<file path="config.mk">
export PLATFORM = sky130hd
export DESIGN_NAME = flash_program_erase_control
export DESIGN_NICKNAME = d
export VERILOG_FILES = /design/src/logic/overlay_read_mux.v /design/src/logic/flash_program_erase_control.v
export VERILOG_INCLUDE_DIRS = /design/src /design/src/common
export SDC_FILE = /design/constraint.sdc
export NUM_CORES = 1
export LEC_CHECK = 0
export ABC_CLOCK_PERIOD_IN_PS = 2800
export CORE_UTILIZATION = 60
export CTS_CLUSTER_DIAMETER = 50
export DETAILED_ROUTE_END_ITERATION = 8
export DONT_BUFFER_PORTS = 1
export PLACE_DENSITY = 0.76
export SETUP_SLACK_MARGIN = 0.2
export SLEW_MARGIN = 20
export SYNTH_ARGS = -nofsm -noshare
export SYNTH_HDL_FRONTEND = slang
export SYNTH_SLANG_ARGS = --single-unit
</file>
<file path="constraint.sdc">
create_clock -name pclk -period 2.8 [get_ports pclk]
set_clock_uncertainty 0.05 [all_clocks]
set_input_delay 0.42 -clock pclk [delete_from_list [all_inputs] [get_ports pclk]]
set_output_delay 0.42 -clock pclk [all_outputs]
set_load 0.01 [all_outputs]
</file>
<file path="src/common/flash_pe_map.vh">
// Register indices, field positions, reset values and timing counts of the flash program/erase control
`ifndef FLASH_PE_MAP_VH
`define FLASH_PE_MAP_VH

// Register indices; byte address is four times the index, low 16 bits decoded
`define IDX_MODE_LOWER     32'hFFFFE800
`define IDX_MODE_UPPER     32'hFFFFE801
`define IDX_BLOCK_A        32'hFFFFE802
`define IDX_BLOCK_B        32'hFFFFE803
`define IDX_OVERLAY        32'hFFFFEC26

// Reset values
`define RST_MODE           8'h00
`define RST_BLOCK          8'h00
`define RST_OVERLAY        16'h0000
`define MODE_PIN_HIGH      8'h80

// Mode control field positions
`define BIT_PIN_LEVEL      7
`define BIT_FAULT          7
`define BIT_SW_PERMIT      6
`define BIT_ERASE_SETUP    5
`define BIT_PROG_SETUP     4
`define BIT_ERASE_VERIFY   3
`define BIT_PROG_VERIFY    2
`define BIT_ERASE_GO       1
`define BIT_PROG_GO        0

// Overlay control field positions
`define BIT_OVERLAY_SEL    3
`define OVL_BLOCK_HI       2
`define OVL_BLOCK_LO       0

// Block layout: seven 64 kB, one 32 kB, eight 4 kB
`define NUM_BLOCKS         16
`define NUM_BLOCKS_64K     7
`define NUM_BLOCKS_32K     1
`define NUM_BLOCKS_4K      8
`define BLOCK_4K_BITS      12
`define BLOCK_4K_BASE      19'h70000
`define LOWER_REGION_TOP   19'h3FFFF

// Access timing in cycles
`define WAIT_SHORT         3
`define WAIT_LONG          6

`endif

</file>
<file path="src/logic/overlay_read_mux.v">
// Read path of the flash array with RAM overlay of one 4 kB block
`timescale 1ns/1ps
`include "flash_pe_map.vh"

module overlay_read_mux #(
    parameter ADDR_W = 19,
    parameter DATA_W = 32
) (
    // Clock and reset
    input  wire              pclk,
    input  wire              presetn,
    // Overlay setting
    input  wire              overlay_on,
    input  wire [2:0]        overlay_block,
    // Fetch request
    input  wire              fetch_valid,
    input  wire [ADDR_W-1:0] fetch_addr,
    input  wire [DATA_W-1:0] flash_rdata,
    input  wire [DATA_W-1:0] ram_rdata,
    // Result
    output reg  [DATA_W-1:0] fetch_rdata,
    output reg               fetch_from_ram
);

    wire [ADDR_W-1:0] block_base;
    wire              hit;

    assign block_base = `BLOCK_4K_BASE + {overlay_block, {`BLOCK_4K_BITS{1'b0}}};
    // With overlay released the fetch always reaches the array
    assign hit = overlay_on && (fetch_addr[ADDR_W-1:`BLOCK_4K_BITS] == block_base[ADDR_W-1:`BLOCK_4K_BITS]);

    always @(posedge pclk or negedge presetn) begin
        if (!presetn) begin
            fetch_rdata    <= {DATA_W{1'b0}};
            fetch_from_ram <= 1'b0;
        end else if (fetch_valid) begin
            fetch_rdata    <= hit ? ram_rdata : flash_rdata;
            fetch_from_ram <= hit;
        end
    end

endmodule // overlay_read_mux

</file>
<file path="src/logic/flash_program_erase_control.v">
// Flash program/erase mode control with APB register access and RAM overlay
`timescale 1ns/1ps
`include "flash_pe_map.vh"

module flash_program_erase_control #(
    parameter ADDR_W = 16,
    parameter FA_W   = 19
) (
    // APB clock and reset
    input  wire              pclk,
    input  wire              presetn,
    // APB slave
    input  wire              psel,
    input  wire              penable,
    input  wire              pwrite,
    input  wire [ADDR_W-1:0] paddr,
    input  wire [31:0]       pwdata,
    input  wire [3:0]        pstrb,
    output reg  [31:0]       prdata,
    output wire              pready,
    output wire              pslverr,
    // Device pins and chip modes
    input  wire              hw_write_permit,
    input  wire              flash_on,
    input  wire              boot_mode,
    input  wire              hw_standby,
    input  wire              sw_standby,
    input  wire              flash_op_failed,
    // Boot serial path
    input  wire              serial_rx_line,
    output reg               serial_tx_line,
    input  wire              boot_tx,
    output reg               boot_rx,
    // Flash array control
    output reg  [3:0]        mode_lower,
    output reg  [3:0]        mode_upper,
    output reg  [`NUM_BLOCKS-1:0] erase_blocks,
    // Flash array fetch
    input  wire              fetch_valid,
    input  wire [FA_W-1:0]   fetch_addr,
    input  wire [31:0]       flash_rdata,
    input  wire [31:0]       ram_rdata,
    output wire [31:0]       fetch_rdata,
    output wire              fetch_from_ram
);

    // Full byte addresses; only the low ADDR_W bits reach the decoder
    localparam [33:0]       FULL_MODE_LOWER = {`IDX_MODE_LOWER, 2'b00};
    localparam [33:0]       FULL_MODE_UPPER = {`IDX_MODE_UPPER, 2'b00};
    localparam [33:0]       FULL_BLOCK_A    = {`IDX_BLOCK_A, 2'b00};
    localparam [33:0]       FULL_BLOCK_B    = {`IDX_BLOCK_B, 2'b00};
    localparam [33:0]       FULL_OVERLAY    = {`IDX_OVERLAY, 2'b00};
    localparam [31:0]       FULL_SHORT      = `WAIT_SHORT - 2;
    localparam [31:0]       FULL_LONG       = `WAIT_LONG - 2;
    localparam [7:0]        MODE_RST        = `RST_MODE;

    localparam [ADDR_W-1:0] A_MODE_LOWER = FULL_MODE_LOWER[ADDR_W-1:0];
    localparam [ADDR_W-1:0] A_MODE_UPPER = FULL_MODE_UPPER[ADDR_W-1:0];
    localparam [ADDR_W-1:0] A_BLOCK_A    = FULL_BLOCK_A[ADDR_W-1:0];
    localparam [ADDR_W-1:0] A_BLOCK_B    = FULL_BLOCK_B[ADDR_W-1:0];
    localparam [ADDR_W-1:0] A_OVERLAY    = FULL_OVERLAY[ADDR_W-1:0];
    localparam [2:0]        CNT_SHORT    = FULL_SHORT[2:0];
    localparam [2:0]        CNT_LONG     = FULL_LONG[2:0];

    // Stored bits 6..0 of each mode register; bit 7 is the pin or the fault flag
    reg  [6:0]  mode_bits [0:1];
    wire [13:0] next_mode;
    reg  [7:0]  block_a;
    reg  [7:0]  block_b;
    reg  [15:0] overlay_ctrl;
    reg         fault;
    reg  [2:0]  wait_cnt;

    wire        sel_lower;
    wire        sel_upper;
    wire        sel_a;
    wire        sel_b;
    wire        sel_ovl;
    wire        sel_ctrl;
    wire        mapped;
    wire        longword;
    wire        byte_only_ok;
    wire        bad_access;
    wire [2:0]  wait_need;
    wire        access;
    wire        wr_done;
    wire        wr_en;
    wire        standby;
    wire [7:0]  wbyte;
    reg  [31:0] next_rdata;

    assign sel_lower    = (paddr == A_MODE_LOWER);
    assign sel_upper    = (paddr == A_MODE_UPPER);
    assign sel_a        = (paddr == A_BLOCK_A);
    assign sel_b        = (paddr == A_BLOCK_B);
    assign sel_ovl      = (paddr == A_OVERLAY);
    assign sel_ctrl     = sel_lower | sel_upper | sel_a | sel_b;
    assign mapped       = sel_ctrl | sel_ovl;
    assign longword     = pwrite && (pstrb == 4'hF);
    // Control registers take only a byte write in lane 0
    assign byte_only_ok = !pwrite || (pstrb == 4'h1);
    assign bad_access   = !mapped || (sel_ctrl && !byte_only_ok) || (sel_ovl && pwrite && (pstrb == 4'h0));
    assign wait_need    = (sel_ovl && longword) ? CNT_LONG : CNT_SHORT;
    assign access       = psel && penable;
    assign pready       = access && (wait_cnt == wait_need);
    assign pslverr      = pready && bad_access;
    assign wr_done      = pready && pwrite && !bad_access;
    // Writes are void while the mode keeps the flash off
    assign wr_en        = wr_done && flash_on;
    assign standby      = hw_standby || sw_standby;
    assign wbyte        = pwdata[7:0];

    always @(posedge pclk or negedge presetn) begin
        if (!presetn) begin
            wait_cnt <= 3'h0;
        end else if (access && !pready) begin
            wait_cnt <= wait_cnt + 3'h1;
        end else begin
            wait_cnt <= 3'h0;
        end
    end

    // Mode register write gating, one instance per region
    genvar g;
    generate
        for (g = 0; g < 2; g = g + 1) begin : region
            wire       hit;
            wire [6:0] cur;
            wire       permit_ok;
            wire       base_ok;
            reg  [6:0] next_bits;
            assign hit       = wr_en && (g == 0 ? sel_lower : sel_upper);
            assign cur       = mode_bits[g];
            assign permit_ok = hw_write_permit;
            assign base_ok   = hw_write_permit && cur[`BIT_SW_PERMIT];

            always @* begin
                next_bits = cur;
                if (hit) begin
                    if (permit_ok)
                        next_bits[`BIT_SW_PERMIT] = wbyte[`BIT_SW_PERMIT];
                    if (base_ok) begin
                        next_bits[`BIT_ERASE_SETUP]  = wbyte[`BIT_ERASE_SETUP];
                        next_bits[`BIT_PROG_SETUP]   = wbyte[`BIT_PROG_SETUP];
                        next_bits[`BIT_ERASE_VERIFY] = wbyte[`BIT_ERASE_VERIFY];
                        next_bits[`BIT_PROG_VERIFY]  = wbyte[`BIT_PROG_VERIFY];
                    end
                    // Go bits look at the setup bit already stored, so a joint write cannot arm them
                    if (base_ok && cur[`BIT_ERASE_SETUP])
                        next_bits[`BIT_ERASE_GO] = wbyte[`BIT_ERASE_GO];
                    if (base_ok && cur[`BIT_PROG_SETUP])
                        next_bits[`BIT_PROG_GO] = wbyte[`BIT_PROG_GO];
                end
                // Error protection drops both go bits
                if (fault) begin
                    next_bits[`BIT_ERASE_GO] = 1'b0;
                    next_bits[`BIT_PROG_GO]  = 1'b0;
                end
                if (!hw_write_permit)
                    next_bits = 7'h00;
            end

            assign next_mode[g*7 +: 7] = next_bits;
        end
    endgenerate

    // Both regions share one process so every stored bit has a single driver
    always @(posedge pclk or negedge presetn) begin
        if (!presetn) begin
            mode_bits[0] <= MODE_RST[6:0];
            mode_bits[1] <= MODE_RST[6:0];
        end else if (standby) begin
            mode_bits[0] <= MODE_RST[6:0];
            mode_bits[1] <= MODE_RST[6:0];
        end else begin
            mode_bits[0] <= next_mode[6:0];
            mode_bits[1] <= next_mode[13:7];
        end
    end

    // Erase block selection, each register cleared while its permit is absent
    always @(posedge pclk or negedge presetn) begin
        if (!presetn) begin
            block_a <= `RST_BLOCK;
            block_b <= `RST_BLOCK;
        end else begin
            if (!hw_write_permit || !mode_bits[0][`BIT_SW_PERMIT] || standby)
                block_a <= `RST_BLOCK;
            else if (wr_en && sel_a)
                block_a <= wbyte;
            if (!hw_write_permit || !mode_bits[1][`BIT_SW_PERMIT] || standby) begin
                block_b <= `RST_BLOCK;
            end else if (wr_en && sel_b) begin
                // Low nibble belongs to the lower region, high nibble to the upper
                if (mode_bits[0][`BIT_SW_PERMIT])
                    block_b[3:0] <= wbyte[3:0];
                block_b[7:4] <= wbyte[7:4];
            end
        end
    end

    // Overlay control takes any byte lanes of its low halfword
    always @(posedge pclk or negedge presetn) begin
        if (!presetn) begin
            overlay_ctrl <= `RST_OVERLAY;
        end else if (wr_en && sel_ovl) begin
            if (pstrb[0])
                overlay_ctrl[7:0] <= pwdata[7:0];
            if (pstrb[1])
                overlay_ctrl[15:8] <= pwdata[15:8];
        end
    end

    // Only power-on reset and hardware standby clear the fault; a failure in that cycle still sets it
    always @(posedge pclk or negedge presetn) begin
        if (!presetn)
            fault <= 1'b0;
        else if (flash_op_failed)
            fault <= 1'b1;
        else if (hw_standby)
            fault <= 1'b0;
    end

    always @* begin
        next_rdata = 32'h0000_0000;
        if (flash_on) begin
            if (sel_lower)
                next_rdata[7:0] = {hw_write_permit, mode_bits[0]};
            else if (sel_upper)
                next_rdata[7:0] = {fault, mode_bits[1]};
            else if (sel_a)
                next_rdata[7:0] = block_a;
            else if (sel_b)
                next_rdata[7:0] = block_b;
            else if (sel_ovl)
                next_rdata[15:0] = overlay_ctrl;
        end
    end

    // Read data is captured during the access phase of a read and held until the next read transfer
    always @(posedge pclk or negedge presetn) begin
        if (!presetn)
            prdata <= 32'h0000_0000;
        else if (access && !pwrite)
            prdata <= next_rdata;
    end

    // Array control outputs: erase, program, erase-verify, program-verify per region
    always @(posedge pclk or negedge presetn) begin
        if (!presetn) begin
            mode_lower     <= 4'h0;
            mode_upper     <= 4'h0;
            erase_blocks   <= {`NUM_BLOCKS{1'b0}};
            serial_tx_line <= 1'b1;
            boot_rx        <= 1'b1;
        end else begin
            mode_lower <= {mode_bits[0][`BIT_ERASE_GO], mode_bits[0][`BIT_PROG_GO],
                           mode_bits[0][`BIT_ERASE_VERIFY], mode_bits[0][`BIT_PROG_VERIFY]};
            mode_upper <= {mode_bits[1][`BIT_ERASE_GO], mode_bits[1][`BIT_PROG_GO],
                           mode_bits[1][`BIT_ERASE_VERIFY], mode_bits[1][`BIT_PROG_VERIFY]};
            // Block bits 0..7 are the 4 kB blocks, 8 the 32 kB block, 9..15 the 64 kB blocks
            if (boot_mode)
                erase_blocks <= {`NUM_BLOCKS{1'b1}};
            else
                erase_blocks <= {block_b, block_a};
            // Serial lines are only routed to the loader in boot mode; idle level is high
            serial_tx_line <= boot_mode ? boot_tx : 1'b1;
            boot_rx        <= boot_mode ? serial_rx_line : 1'b1;
        end
    end

    overlay_read_mux #(
        .ADDR_W (FA_W),
        .DATA_W (32)
    ) u_overlay (
        .pclk           (pclk),
        .presetn        (presetn),
        .overlay_on     (overlay_ctrl[`BIT_OVERLAY_SEL]),
        .overlay_block  (overlay_ctrl[`OVL_BLOCK_HI:`OVL_BLOCK_LO]),
        .fetch_valid    (fetch_valid),
        .fetch_addr     (fetch_addr),
        .flash_rdata    (flash_rdata),
        .ram_rdata      (ram_rdata),
        .fetch_rdata    (fetch_rdata),
        .fetch_from_ram (fetch_from_ram)
    );

endmodule // flash_program_erase_control

</file>
Yosys cells after proc, flatten, opt, wreduce, memory -nomap -nowiden
Index checks and enable logic that the tools add are counted.
{"block": "totals", "word_cells": 139, "latch_bits": 0, "regBits": 125, "memories": 0, "input_bits": 149, "rom_bits": 0, "ramBits": 0}
{"block": "classes", "n_eq_ne": 19, "n_mux": 36, "n_lt_le_gt_ge": 0, "shift": 0, "n_reduce_logical": 55, "bitwise_logic": 4, "n_div": 0, "addsub": 2, "mul": 0}
{"cell": "2-to-1 mux 8 bit", "n": 12}
{"cell": "== test 16 bit, second input constant", "n": 5}
{"cell": "2-to-1 mux 16 bit", "n": 3}
{"cell": "2-to-1 mux 32 bit", "n": 1}
{"cell": "2-to-1 mux 7 bit", "n": 4}
{"cell": "logical AND 1 bit", "n": 25}
{"cell": "inequality test 4 x 1 -> 1 bit, second input constant", "n": 6}
{"cell": "adder 17 x 16 -> 18 bit, first input constant", "n": 1}
{"cell": "AND reduction 2 bit", "n": 9}
{"cell": "2-to-1 mux 14 bit", "n": 1}
{"cell": "2-to-1 mux 4 bit", "n": 3}
{"cell": "inequality test 3 x 1 -> 1 bit, second input constant", "n": 4}
{"cell": "zero test 1 bit", "n": 8}
{"cell": "logical OR 1 bit", "n": 8}
{"cell": "2-to-1 mux 1 bit", "n": 8}
{"cell": "nonzero test 2 bit", "n": 4}
{"cell": "== test 7 bit", "n": 1}
{"cell": "2-to-1 mux 3 bit", "n": 2}
{"cell": "== test 4 x 1 -> 1 bit, second input constant", "n": 1}
{"cell": "== test 4 bit, second input constant", "n": 1}
{"cell": "zero test 4 bit", "n": 1}
{"cell": "2-to-1 mux 2 bit", "n": 2}
{"cell": "bitwise OR 1 bit", "n": 4}
{"cell": "adder 3 x 1 -> 3 bit, second input constant", "n": 1}
{"cell": "== test 3 bit", "n": 1}

Logic depth before layout (Yosys ltp)
{"block": "logic_depth", "depth_word": 16, "mapped_depth": 7}

Cells and area by module
From an unflattened synthesis, not the netlist that was laid out.
{"block": "hier_totals", "hier_cells": 469, "hier_area_um2": 5898.2}
{"mod": "flash_program_erase_control", "seq_area_each_um2": 2304.7, "instances": 1, "cells_each": 357, "area_each_um2": 4115.2}
{"mod": "overlay_read_mux", "seq_area_each_um2": 825.8, "instances": 1, "cells_each": 112, "area_each_um2": 1783.0}

Worst setup path after synthesis
OpenSTA, ideal clock, no wires.
{"block": "synth_timing", "path_type": "input port to output port", "start": "input paddr[8]", "end": "output pslverr", "n_path_buf": 1, "setup_slack_ns": 0.192, "path_stages": 6, "t_arrival_ns": 2.138, "required_time_ns": 2.330, "path_cell_list": "nor4b_4 > nand4_2 > o31ai_4 > buf_4 > nor2_1 > nor4_1"}
{"block": "synth_between", "elab_chain_cells": 9, "elab_cells_between_ends": 20, "classes_between": "eq/ne (6); mux (1); bitwise (4); reduce/logical (9)"}
{"element": "from (decl)", "line": "flash_program_erase_control.v:16", "text": "input wire [ADDR_W-1:0] paddr,"}
{"element": "== test 16 bit (on tied branches)", "line": "flash_program_erase_control.v:92, flash_program_erase_control.v:93"}
{"element": "bitwise OR 1 bit (3 in a row)", "line": "flash_program_erase_control.v:97", "text": "assign sel_ctrl = sel_lower | sel_upper | sel_a | sel_b;"}
{"element": "bitwise OR 1 bit", "line": "flash_program_erase_control.v:98", "text": "assign mapped = sel_ctrl | sel_ovl;"}
{"element": "zero test 1 bit", "line": "flash_program_erase_control.v:102", "text": "assign bad_access = !mapped || (sel_ctrl && !byte_only_ok) || (sel_ovl && pwrite && (pstrb == 4'h0));"}
{"element": "logical OR 1 bit (2 in a row)", "line": "flash_program_erase_control.v:102"}
{"element": "logical AND 1 bit *", "line": "flash_program_erase_control.v:106", "text": "assign pslverr = pready && bad_access;"}
{"element": "to (decl)", "line": "flash_program_erase_control.v:21", "text": "output wire pslverr,"}
Every way passes the cells marked *; elsewhere a longest branch is shown, timed or not.

Final worst setup path
{"block": "layout_timing", "start": "register wait_cnt[2]", "end": "register block_b[5]"}
{"block": "layout_between", "elab_chain_cells": 7}
{"element": "from (decl)", "line": "flash_program_erase_control.v:72", "text": "reg [2:0] wait_cnt;"}
{"element": "from (signal assigned)", "line": "flash_program_erase_control.v:117", "text": "wait_cnt <= wait_cnt + 3'h1;"}
{"element": "== test 3 bit", "line": "flash_program_erase_control.v:105", "text": "assign pready = access && (wait_cnt == wait_need);"}
{"element": "logical AND 1 bit", "line": "flash_program_erase_control.v:105"}
{"element": "logical AND 1 bit (2 in a row)", "line": "flash_program_erase_control.v:107", "text": "assign wr_done = pready && pwrite && !bad_access;"}
{"element": "logical AND 1 bit", "line": "flash_program_erase_control.v:109", "text": "assign wr_en = wr_done && flash_on;"}
{"element": "logical AND 1 bit", "line": "flash_program_erase_control.v:193", "text": "end else if (wr_en && sel_b) begin"}
{"element": "nonzero test 2 bit (no source line)"}
{"element": "to (signal assigned)", "line": "flash_program_erase_control.v:185", "text": "block_b <= `RST_BLOCK;"}
{"element": "to (signal assigned)", "line": "flash_program_erase_control.v:192", "text": "block_b <= `RST_BLOCK;"}
{"element": "to (signal assigned)", "line": "flash_program_erase_control.v:197", "text": "block_b[7:4] <= wbyte[7:4];"}
{"element": "to (decl)", "line": "flash_program_erase_control.v:69", "text": "reg [7:0] block_b;"}
Every way passes these cells.
A chain may end at the register's enable or synchronous reset.

==> flow_metrics.env <==
export IMPL_synth_area_um2=6030
export IMPL_wl_per_cell_um=20.0
export IMPL_core_area_um2=9770
export IMPL_hpwl_um=9680
export IMPL_via_per_inst=6.04
export IMPL_synth_simple_area_share_pct=16.8
export IMPL_drt_first_iter_violations=194
export IMPL_criticalPathCategory="reg2reg"
export IMPL_rows=36
export IMPL_timing_hold_ws_ps=-456
export IMPL_async_reset_ff_share_pct=100
export IMPL_track_usage_pct=27.4
export IMPL_path_clk_slew_ps=60
export IMPL_start_util_pct=61.7
export IMPL_fin_crit_ps=2380
export IMPL_p_seq_share_pct=45.1
export IMPL_gp_congestion=0.848
export IMPL_synthXorXnorAreaFrac_pct=0.581
export IMPL_postRouteAntennaNets=0
export IMPL_die_area_um2=10500
export IMPL_synth_fa_ha_area_share_pct=0.207
export IMPL_area_growth_pct=15.1
export IMPL_cts_sinks=125
export IMPL_synth_compound_area_share_pct=11.5
export IMPL_worstPathArrival_ps=2780
export IMPL_violations="hold timing"
export IMPL_die_y_um=102
export IMPL_synth_mux_area_share_pct=14.7
export IMPL_sw_frac_of_total_pct=22.5
export IMPL_synth_edf_count=0
export IMPL_run_status="finished with violations"
export IMPL_drv_cap=0
export IMPL_diodes=0
export IMPL_clk_latency_ps=520
export IMPL_cts_tree="yes"
export IMPL_antenna_found_initial=0
export IMPL_drv_slew=0
export IMPL_grt_max_degree=126
export IMPL_most_common_layout_cells="dfrtp_1 (123), mux2i_1 (67), nand2_1 (61)"
export IMPL_vdd_drop_max_v=0.000431
export IMPL_final_common_cell="dfrtp_1"
export IMPL_combPwrFrac_pct=4.5
export IMPL_nets=717
export IMPL_total_power_w=0.00428
export IMPL_internal_power_w=0.00332
export IMPL_rsz0062_at_grt="no"
export IMPL_grt_overflow=0
export IMPL_tightestPinTransition_ps=683
export IMPL_ys_flop_type="dfrtp_1"
export IMPL_synth_top_family_by_area="simple AND/OR/NAND/NOR gates"
export IMPL_syn_inst=540
export IMPL_power_density_nw_per_um2=617
export IMPL_cts_path_max_buffers=2
export IMPL_synth_distinct_cells=56
export IMPL_grt_pass1_vias=4117
export IMPL_drt_total_wl_um=14200
export IMPL_root_buffer="clkbuf_8"
export IMPL_slew_headroom_pct=54.4
export IMPL_die_w_um=102
export IMPL_drc=0
export IMPL_hold_path_class="in2async"
export IMPL_route_vias_total=4306
export IMPL_cp_end_kind="flip-flop"
export IMPL_crit_fanout=9
export IMPL_ys_seq_area_share_pct=51.9
export IMPL_htreeDepth=4
export IMPL_grt_pass1_wl_um=21200
export IMPL_io_pins=242
export IMPL_post_cts_buffers=0
export IMPL_drive_above_1_share_pct=17.2
export IMPL_p_leak_nw=3.20
export IMPL_setup_tns_final_ps=0
export IMPL_cts_buffers=17
export IMPL_port_buffers=0
export IMPL_ys_warn_count=0
export IMPL_timing_final_crit_share_pct=85.1
export IMPL_switchingPower_w=0.000965
export IMPL_setup_viol=0
export IMPL_critPathRequiredTime_ps=3200
export IMPL_fmax_ghz=0.420
export IMPL_syn_avg_cell_area_um2=11.2
export IMPL_clkPwrFrac_pct=50.4
export IMPL_utilization_pct=71.0
export IMPL_hold_violations=125
export IMPL_firstDrtPassIters=4
export IMPL_ys_ff_latch=125
export IMPL_worstSetupStartpointType="flip-flop"
## sequential cells by signal, summed over array words and instances, names as in the netlist
name	count
mode_lower	4
serial_tx_line	1
boot_rx	1
mode_upper	4
fault	1
block_a	8
erase_blocks	16
u_overlay.fetch_from_ram	1
u_overlay.fetch_rdata	32
region.cur	14
prdata	16
wait_cnt	3
block_b	8
overlay_ctrl	16
## synthesized netlist by cell type, types with 2 or more instances
cell type  number  area share (%)
nor2b_1         4            0.41
a21o_1          2            0.25
dfrtp_1       123              51
or2_2          17             1.8
o21ai_0         7            0.58
clkbuf_1       21             1.3
nor3_1          6            0.50
nand2_1        61             3.8
nor2_1         42             2.6
nand2b_1        4            0.41
o31ai_1         9             1.1
xnor2_1         4            0.58
a2111oi_4       3             1.4
dfstp_2         2            0.87
and4_1          3            0.44
a21oi_1        40             3.3
and2_1          7            0.73
inv_1           4            0.25
buf_4          17             2.1
a22o_1         12             1.7
a22oi_1         7            0.87
a211oi_1        7            0.87
nor3_2          2            0.33
nand3_1         5            0.41
nand4_1        10             1.0
buf_6           3            0.56
and3_1          4            0.41
nand4_2         3            0.62
mux2_2         17             3.2
nor4b_4         2            0.79
mux2i_1        67              11
## per-layer routing
metal | up-vias | routed length, um | part of all wire [%] | global-route usage, %
li1 | 1954 | - | - | -
met1 | 2111 | 5760 | 40 | 36.4
met2 | 224 | 7200 | 51 | 44.3
met3 | 17 | 1140 | 8.0 | 6.91
met4 | 0 | 150 | 1.1 | 8.57
met5 | - | 0 | 0 | 0
## worst max-delay path, cell delays in order (launching register included)
cell       delay [ps]
dfrtp_1           430
nand2b_4          180
nor4_4            260
a21bo_1           410
a2111oi_2         740
a22o_1            240
## worst paths after layout
path | from | endpoint | slack (ps) | depth (start not counted)
setup / recovery | wait_cnt[2] | block_b[5] | 420 | 5
hold / removal | presetn | u_overlay.fetch_rdata[2] | -460 | 0
setup reg to reg | wait_cnt[2] | block_b[5] | 420 | 5
hold reg to reg | region[0].cur[2] | mode_lower[0] | 350 | 0
max in group asynchronous | presetn | u_overlay.fetch_rdata[7] | 2960 | 0
min in group pclk | pwdata[6] | block_a[6] | 20 | 2
## power groups by stage
stage | logic [W] | registers [W] | clock network (W)
6_report | 0.000191 | 0.00193 | 0.00216
5_1_grt | 0.000212 | 0.00194 | 0.00228
4_1_cts | 0.000189 | 0.00193 | 0.00219
3_5_place_dp | 0.000143 | 0.00196 | 0
3_3_place_gp | 0.000137 | 0.00196 | 0
2_1_floorplan | 0.000159 | 0.00195 | 0
## cell type report
type	count	area, um^2
Multi-Input combinational cell	384	2710
Clock inverter	13	168
Sequential cell	125	3130
Inverter	4	15.0
Tap cell	133	166
Clock buffer	19	422
Fill cell	713	2830
Timing Repair Buffer	35	333
## per-stage QoR
step	instances	cell area, um^2	setup slack (ps)	hold WS, ps
after floorplan	555	6100	204	74.4
after detailed placement	657	6100	335	78.1
after global routing	713	6940	304	-485
after global placement	657	6100	415	78.0
final	713	6940	417	-456
after CTS	712	6930	418	-478
## repair_timing
| item | in CTS | in global routing |
|---|---|---|
| resized for setup | 0 | 0 |
| endpoints found under the hold margin | 212 | 126 |
| hold buffers | 23 | 1 |
## logic make-up (layout without fill, tap and decap cells)
logic type	Yosys count	in the layout
simple gates	184	184
flops	125	125
compound gates	94	94
mux	85	85
buf+inv	46	71
xor+xnor	4	4
fa+ha+maj	1	1
other cells	1	16
(Power assumes the default switching activity.)
